### src/logic/pif_regs.svh
`ifndef PIF_REGS_SVH
`define PIF_REGS_SVH

// Byte addresses of the register window
// Flag register index; its byte address is four times the index
`define PIF_IDX_FLAGS 8'h0D
`define PIF_ADDR_FLAGS 8'h34
`define PIF_ADDR_IRQ_STAT 8'h10
`define PIF_ADDR_IRQ_EN 8'h14
`define PIF_ADDR_IRQ_CLR 8'h18
`define PIF_ADDR_WIDTH 8

// Flag register layout
`define PIF_BIT_CCP 0
`define PIF_BIT_BCL 3
`define PIF_BIT_EE 4
`define PIF_BIT_RSV 6
`define PIF_IMPL_MASK 8'h59
`define PIF_RESET_FLAGS 8'h00

// Interrupt status layout
`define PIF_NUM_EVENTS 3
`define PIF_EV_EE 0
`define PIF_EV_BCL 1
`define PIF_EV_CCP 2
`define PIF_RESET_EV 3'h0

// AHB encodings
`define PIF_HTRANS_NONSEQ 2'h2
`define PIF_HTRANS_SEQ 2'h3

`endif

### src/logic/pif_pkg.sv
package pif_pkg;
  typedef enum logic [1:0] {
    PIF_CC_OFF,
    PIF_CC_CAPTURE,
    PIF_CC_COMPARE,
    PIF_CC_PWM
  } pif_ccmode_e;
  typedef logic [7:0] pif_byte_t;
endpackage

### src/logic/pif_sync.sv
`timescale 1ns/1ps
module pif_sync #(
  parameter int WIDTH = 1
) (
  input wire logic clk_sys,
  input wire logic resetn,
  input wire logic [WIDTH-1:0] async,
  output logic [WIDTH-1:0] synced
);
  logic [WIDTH-1:0] stageOne;

  initial begin
    if (WIDTH < 1) $error("pif_sync: WIDTH must be at least 1");
  end

  always_ff @(posedge clk_sys) begin
    if (!resetn) begin
      stageOne <= '0;
      synced <= '0;
    end else begin
      stageOne <= async;
      synced <= stageOne;
    end
  end
endmodule

### src/logic/pif_flags.sv
// The AHB-Lite slave port is this design's own decision.
`timescale 1ns/1ps
`include "pif_regs.svh"
module pif_flags (
  input wire logic clk_sys,
  input wire logic resetn,
  input wire logic hsel,
  input wire logic [31:0] haddr,
  input wire logic [1:0] htrans,
  input wire logic hwrite,
  input wire logic [2:0] hsize,
  input wire logic [31:0] hwdata,
  input wire logic hready,
  output logic [31:0] hrdata,
  output logic hreadyout,
  output logic hresp,
  input wire logic eepromWriteDone,
  input wire logic busCollision,
  input wire logic i2cMasterMode,
  input wire pif_pkg::pif_ccmode_e capcompMode,
  input wire logic timerCapture,
  input wire logic timerCompareMatch,
  input wire logic globalIrqEnable,
  input wire logic eventIrqEnable,
  output logic irq
);
  import pif_pkg::*;

  // ****************************************
  // Event inputs
  // ****************************************
  logic eeSync;
  logic bclSync;
  logic capSync;
  logic cmpSync;
  logic eeLast;
  logic bclLast;
  logic capLast;
  logic cmpLast;

  pif_sync #(
    .WIDTH(4)
  ) u_sync (
    .clk_sys(clk_sys),
    .resetn(resetn),
    .async({eepromWriteDone, busCollision, timerCapture, timerCompareMatch}),
    .synced({eeSync, bclSync, capSync, cmpSync})
  );

  always_ff @(posedge clk_sys) begin
    if (!resetn) begin
      eeLast <= 1'b0;
      bclLast <= 1'b0;
      capLast <= 1'b0;
      cmpLast <= 1'b0;
    end else begin
      eeLast <= eeSync;
      bclLast <= bclSync;
      capLast <= capSync;
      cmpLast <= cmpSync;
    end
  end

  wire eeEvent = eeSync & ~eeLast;
  wire bclEvent = bclSync & ~bclLast & i2cMasterMode;
  wire capEvent = capSync & ~capLast & (capcompMode == PIF_CC_CAPTURE);
  wire cmpEvent = cmpSync & ~cmpLast & (capcompMode == PIF_CC_COMPARE);
  wire ccEvent = capEvent | cmpEvent;

  // ****************************************
  // Bus slave
  // ****************************************
  logic dataPhase;
  logic phaseWrite;
  logic [`PIF_ADDR_WIDTH-1:0] phaseAddr;

  wire transferReq = hsel & hready & htrans[1];
  wire wordAccess = (hsize == 3'h2);

  always_ff @(posedge clk_sys) begin
    if (!resetn) begin
      dataPhase <= 1'b0;
      phaseWrite <= 1'b0;
      phaseAddr <= '0;
    end else begin
      dataPhase <= transferReq;
      phaseWrite <= hwrite & wordAccess;
      phaseAddr <= haddr[`PIF_ADDR_WIDTH-1:0];
    end
  end

  assign hreadyout = 1'b1;
  assign hresp = 1'b0;

  wire wrEnable = dataPhase & phaseWrite;
  wire wrFlags = wrEnable & (phaseAddr == `PIF_ADDR_FLAGS);
  wire wrIrqEn = wrEnable & (phaseAddr == `PIF_ADDR_IRQ_EN);
  wire wrIrqClr = wrEnable & (phaseAddr == `PIF_ADDR_IRQ_CLR);
  wire rdFlags = transferReq & ~hwrite & (haddr[`PIF_ADDR_WIDTH-1:0] == `PIF_ADDR_FLAGS);
  wire rdStat = transferReq & ~hwrite & (haddr[`PIF_ADDR_WIDTH-1:0] == `PIF_ADDR_IRQ_STAT);
  wire rdEn = transferReq & ~hwrite & (haddr[`PIF_ADDR_WIDTH-1:0] == `PIF_ADDR_IRQ_EN);

  // ****************************************
  // Flag register
  // ****************************************
  pif_byte_t flags;
  pif_byte_t next_flags;
  wire [7:0] setMask = ({7'h00, ccEvent} << `PIF_BIT_CCP)
    | ({7'h00, bclEvent} << `PIF_BIT_BCL)
    | ({7'h00, eeEvent} << `PIF_BIT_EE);
  wire [7:0] writeVal = hwdata[7:0] & `PIF_IMPL_MASK;
  wire [7:0] heldVal = wrFlags ? writeVal : flags;

  assign next_flags = (heldVal | setMask) & `PIF_IMPL_MASK;

  always_ff @(posedge clk_sys) begin
    if (!resetn) begin
      flags <= `PIF_RESET_FLAGS;
    end else begin
      flags <= next_flags;
    end
  end

  // ****************************************
  // Interrupt status, enable, clear
  // ****************************************
  logic [`PIF_NUM_EVENTS-1:0] irqStat;
  logic [`PIF_NUM_EVENTS-1:0] irqEn;
  wire [`PIF_NUM_EVENTS-1:0] evVec;
  assign evVec[`PIF_EV_EE] = eeEvent;
  assign evVec[`PIF_EV_BCL] = bclEvent;
  assign evVec[`PIF_EV_CCP] = ccEvent;
  wire [`PIF_NUM_EVENTS-1:0] clrVec = wrIrqClr ? hwdata[`PIF_NUM_EVENTS-1:0] : '0;

  always_ff @(posedge clk_sys) begin
    if (!resetn) begin
      irqStat <= `PIF_RESET_EV;
      irqEn <= `PIF_RESET_EV;
    end else begin
      irqStat <= (irqStat & ~clrVec) | evVec;
      if (wrIrqEn) begin
        irqEn <= hwdata[`PIF_NUM_EVENTS-1:0];
      end
    end
  end

  // Peripheral gating by the global enables as well
  assign irq = |(irqStat & irqEn) & globalIrqEnable & eventIrqEnable;

  // ****************************************
  // Read data
  // ****************************************
  always_ff @(posedge clk_sys) begin
    if (!resetn) begin
      hrdata <= 32'h0000_0000;
    end else if (rdFlags) begin
      hrdata <= {24'h000000, next_flags};
    end else if (rdStat) begin
      hrdata <= {29'h0, irqStat};
    end else if (rdEn) begin
      hrdata <= {29'h0, irqEn};
    end else if (transferReq) begin
      hrdata <= 32'h0000_0000;
    end
  end
endmodule

### config.mk
export PLATFORM = sky130hd
export DESIGN_NAME = pif_flags
export DESIGN_NICKNAME = d
export VERILOG_FILES = /design/src/logic/pif_pkg.sv /design/src/logic/pif_sync.sv /design/src/logic/pif_flags.sv
export VERILOG_INCLUDE_DIRS = /design/src /design/src/logic
export SDC_FILE = /design/constraint.sdc
export NUM_CORES = 1
export LEC_CHECK = 0
export CORE_AREA = 4 4 60 62
export CTS_CLUSTER_DIAMETER = 40
export CTS_CLUSTER_SIZE = 30
export DETAILED_ROUTE_END_ITERATION = 8
export DIE_AREA = 0 0 64 66
export DONT_BUFFER_PORTS = 1
export GPL_TIMING_DRIVEN = 0
export HOLD_SLACK_MARGIN = 0.08
export PLACE_DENSITY = 0.76
export SETUP_SLACK_MARGIN = 0.4
export SKIP_CTS_REPAIR_TIMING = 1
export SLEW_MARGIN = 20
export SYNTH_ARGS = -nofsm -noshare
export SYNTH_HDL_FRONTEND = slang
export SYNTH_SLANG_ARGS = --single-unit
### constraint.sdc
create_clock -name clk_sys -period 1.6 [get_ports clk_sys]
set_input_delay 0.16 -clock clk_sys [delete_from_list [all_inputs] [get_ports clk_sys]]
set_output_delay 0.16 -clock clk_sys [all_outputs]
set_load 0.01 [all_outputs]
==> Implementation_results.wiki <==
{| class="wikitable"
! Metric !! Value
|-
| Pre-Repair DR Iteration Count || 4
|-
| Result of the run || finished, final reports clean
|-
| Number of buffers inserted by port buffering || 0
|-
| Slack of the critical path || 0.149 ns
|-
| Ant. Diodes || 0
|-
| Starting utilization of the core area || 53.2%
|-
| Warning count from the yosys run || 0
|-
| Longest Clk Path Bufs || 2
|-
| Total number of placement rows || 20
|-
| Crit. End Element || register
|-
| R2R Setup Slk || between 0.1 and 0.15 ns
|-
| Number of pins with negative max-slew slack in the final report || 0
|-
| Crit share post-route || 90.7%
|-
| Overflow left after global routing || 0
|-
| Overall Global Routing Usage || 15.3%
|-
| DRT antenna net count || 0
|-
| Top flip-flop cell by instance count after synthesis || dfxtp_1
|-
| Post-detailed-placement half-perimeter wirelength || 2.54 mm
|-
| Clock insertion delay at the later pin of the skew report || approximately 0.33 ns
|-
| TNS Setup || 0 ns
|-
| Combined area of all synthesized cells || approximately 0.0016 mm²
|-
| Die Outline Area || roughly 0.0042 mm²
|-
| Drt drc || 0
|-
| Routed met3 length || between 200 and 250 µm
|-
| Number of nets in the final layout || 302
|-
| Synthesized area per cell || approximately 9.8 µm²
|-
| Number of hold violations in the final report || 0
|-
| Clock edge transition at the registers on the reported setup and hold paths || 0.11 ns
|-
| Worst setup path startpoint || phaseAddr[7]
|-
| Top-level port count || 118
|-
| Post-Synthesis Cells || approximately 160
|-
| Dpl ws || between 0.04 and 0.05 ns
|-
| Horizontal die dimension || 64 µm
|-
| Max-cap viol count || 0
|-
| Detailed-route wire length || 3.39 mm
|-
| Avg Vias per Cell || 4.67
|-
| Largest driver fanout on the critical path || 3
|-
| Library cell occupying the most area in the post-synthesis netlist || dfxtp_1
|-
| Commonest non-fill, non-tap cells in the layout || 34 x dfxtp_1, 31 x buf_4, 28 x conb_1
|-
| Pin count of the biggest net entering global routing || 11
|-
| Clock buffer count from CTS || 5
|-
| Minimum clock period || 1.45 ns
|-
| Worst setup path endpoint || irqStat[2]
|-
| Synth-to-Final Area Change || 29.5%
|-
| Leakage || ~0.9 nW
|-
| Avg WL per Cell || 12.9 µm
|-
| Yosys reg bits || 38
|-
| IR drop worst, VDD || about 0.0005 V
|-
| Global-route wire length before repair || between 4 and 5 mm
|-
| Met1 Wirelength || 1.25 mm
|-
| Data required time of the worst path || roughly 1.8 ns
|-
| Sequential-to-total area share from yosys stat || 47.2%
|-
| Vias after detailed routing || about 1,200
|-
| Power density over the cells || 785 mW/mm²
|-
| Type of the worst min-delay path || input pin to register
|-
| Die height || 66 µm
|-
| Number of levels in the clock H-tree || 2
|-
| Initial antenna violation count || 0
|-
| Fraction of final layout cells with drive strength greater than 1 || 25.1%
|-
| Startpoint types || register
|-
| Fillers || 247
|-
| Depth of the worst register-to-register path || 4
|-
| Met2 wire length || ~1.8 mm
|-
| Number of distinct library cell variants in the gate-level netlist after synthesis || 41
|-
| Final setup violation count || 0
|-
| Async set or reset register ratio after synthesis || 0%
|-
| Startpoint of the worst register-to-register path || phaseAddr[7]
|-
| Highest metal used || met4
|-
| Reg2reg end || irqStat[2]
|-
| Cells taking the most area after synthesis || dfxtp_1 47%, buf_4 13%, and2_1 7.4%
|-
| Achievable clock frequency || 689 MHz
|-
| Commonest non-fill, non-tap cell in the layout || dfxtp_1
|-
| Unrepaired setup endpoints after global routing || yes
|-
| WP data arrival || 1.68 ns
|-
| CTS tree || built
|-
| Via count of the first global-routing pass || 1,111
|-
| Area of the core region || about 0.0030 mm²
|-
| Skew final || 0.0105 ns
|-
| Share of the synthesized area in the top cell type || between 40% and 50%
|-
| Clock sinks || 38
|-
| Clk root buf || clkbuf_4
|-
| Number of synthesized flops with an enable pin || 0
|-
| Type of the setup path with the least slack || register to register
|-
| Number of design-rule violations left by the first detailed-router iteration || 35
|-
| Weighted congestion reported at the end of routability-driven placement || about 0.8
|}
==> synthesized netlist by cell type (all sizes together) (2+ instances only) <==
library cell  count
buf              28
o21ai             2
mux2i             5
nor2b             2
nand3             5
a211oi            4
nor4bb            4
o21a              2
and2             20
a22oi             2
a31oi             2
nand2             8
conb              2
nor3              4
nor2              9
inv               2
clkbuf            4
or3               3
dfxtp            38
a21boi            3
==> cells by family after synthesis <==
kind of cell	synth area share (%)
flops	47.2
buf+inv	14.5
compound gates	9.87
other cells	0.466
mux	3.11
simple gates	24.9
==> critical path, cell delays in order, from the launching register on <==
cell	delay [ns]
dfxtp_1	0.36
nor4b_2	0.34
and4b_1	0.33
a21boi_1	0.09
o31a_1	0.23
==> area by class of cell <==
type	count	area (µm²)	share of cell area [%]
Multi-Input combinational cell	118	774	37.1
Inverter	2	7.51	0.360
Tap cell	44	55.1	2.64
Sequential cell	38	766	36.7
Timing Repair Buffer	22	213	10.2
Clock buffer	7	45.0	2.16
Buffer	32	225	10.8
==> state kept, by name, summed over array words and instances (netlist names), 3 cells and up <==
signal	count
flags	4
irqEn	3
u_sync.synced	4
u_sync.stageOne	4
hrdata	6
phaseAddr	8
irqStat	3
==> metal layers <==
layer | vias to the layer above | GRT usage, %
met2 | 35 | 26.6
met5 | - | 0
met1 | 567 | 14.8
met3 | 5 | 8.67
li1 | 622 | -
met4 | 0 | 6.74
==> power breakdown <==
group,leakage [nW],total [mW],internal [mW],switching (mW)
combinational,0.575,0.198,0.111,0.0874
sequential,0.313,0.994,0.977,0.0160
clock,0.0254,0.447,0.166,0.281
total,0.914,1.64,1.25,0.384
==> worst min-delay path by stage <==
stage | endpoint | slack, ns | cells past startpoint | start
after global routing | flags[0] | 0.08 | 2 | hwdata[0]
after detailed placement | phaseWrite | 0.25 | 1 | hsize[2]
after global placement | phaseWrite | 0.24 | 1 | hsize[2]
after floorplan | phaseWrite | 0.24 | 1 | hsize[2]
final | hrdata[0] | 0.07 | 2 | hwdata[0]
after CTS | phaseWrite | -0.11 | 1 | hsize[2]
==> metrics by stage <==
stage               std cells  hold slack [ns]  area (µm²)  util (%)  power [mW]
detailed placement        234            0.249        1810      59.8        1.17
floorplan                 190            0.237        1750         -        1.15
finish                    263           0.0660        2090      68.9        1.64
global placement          234            0.238        1810      59.8        1.17
CTS                       241           -0.112        1850      61.2        1.61
global route              263           0.0845        2090      68.9        1.73
No activity file was read; power rests on OpenSTA's default activity.
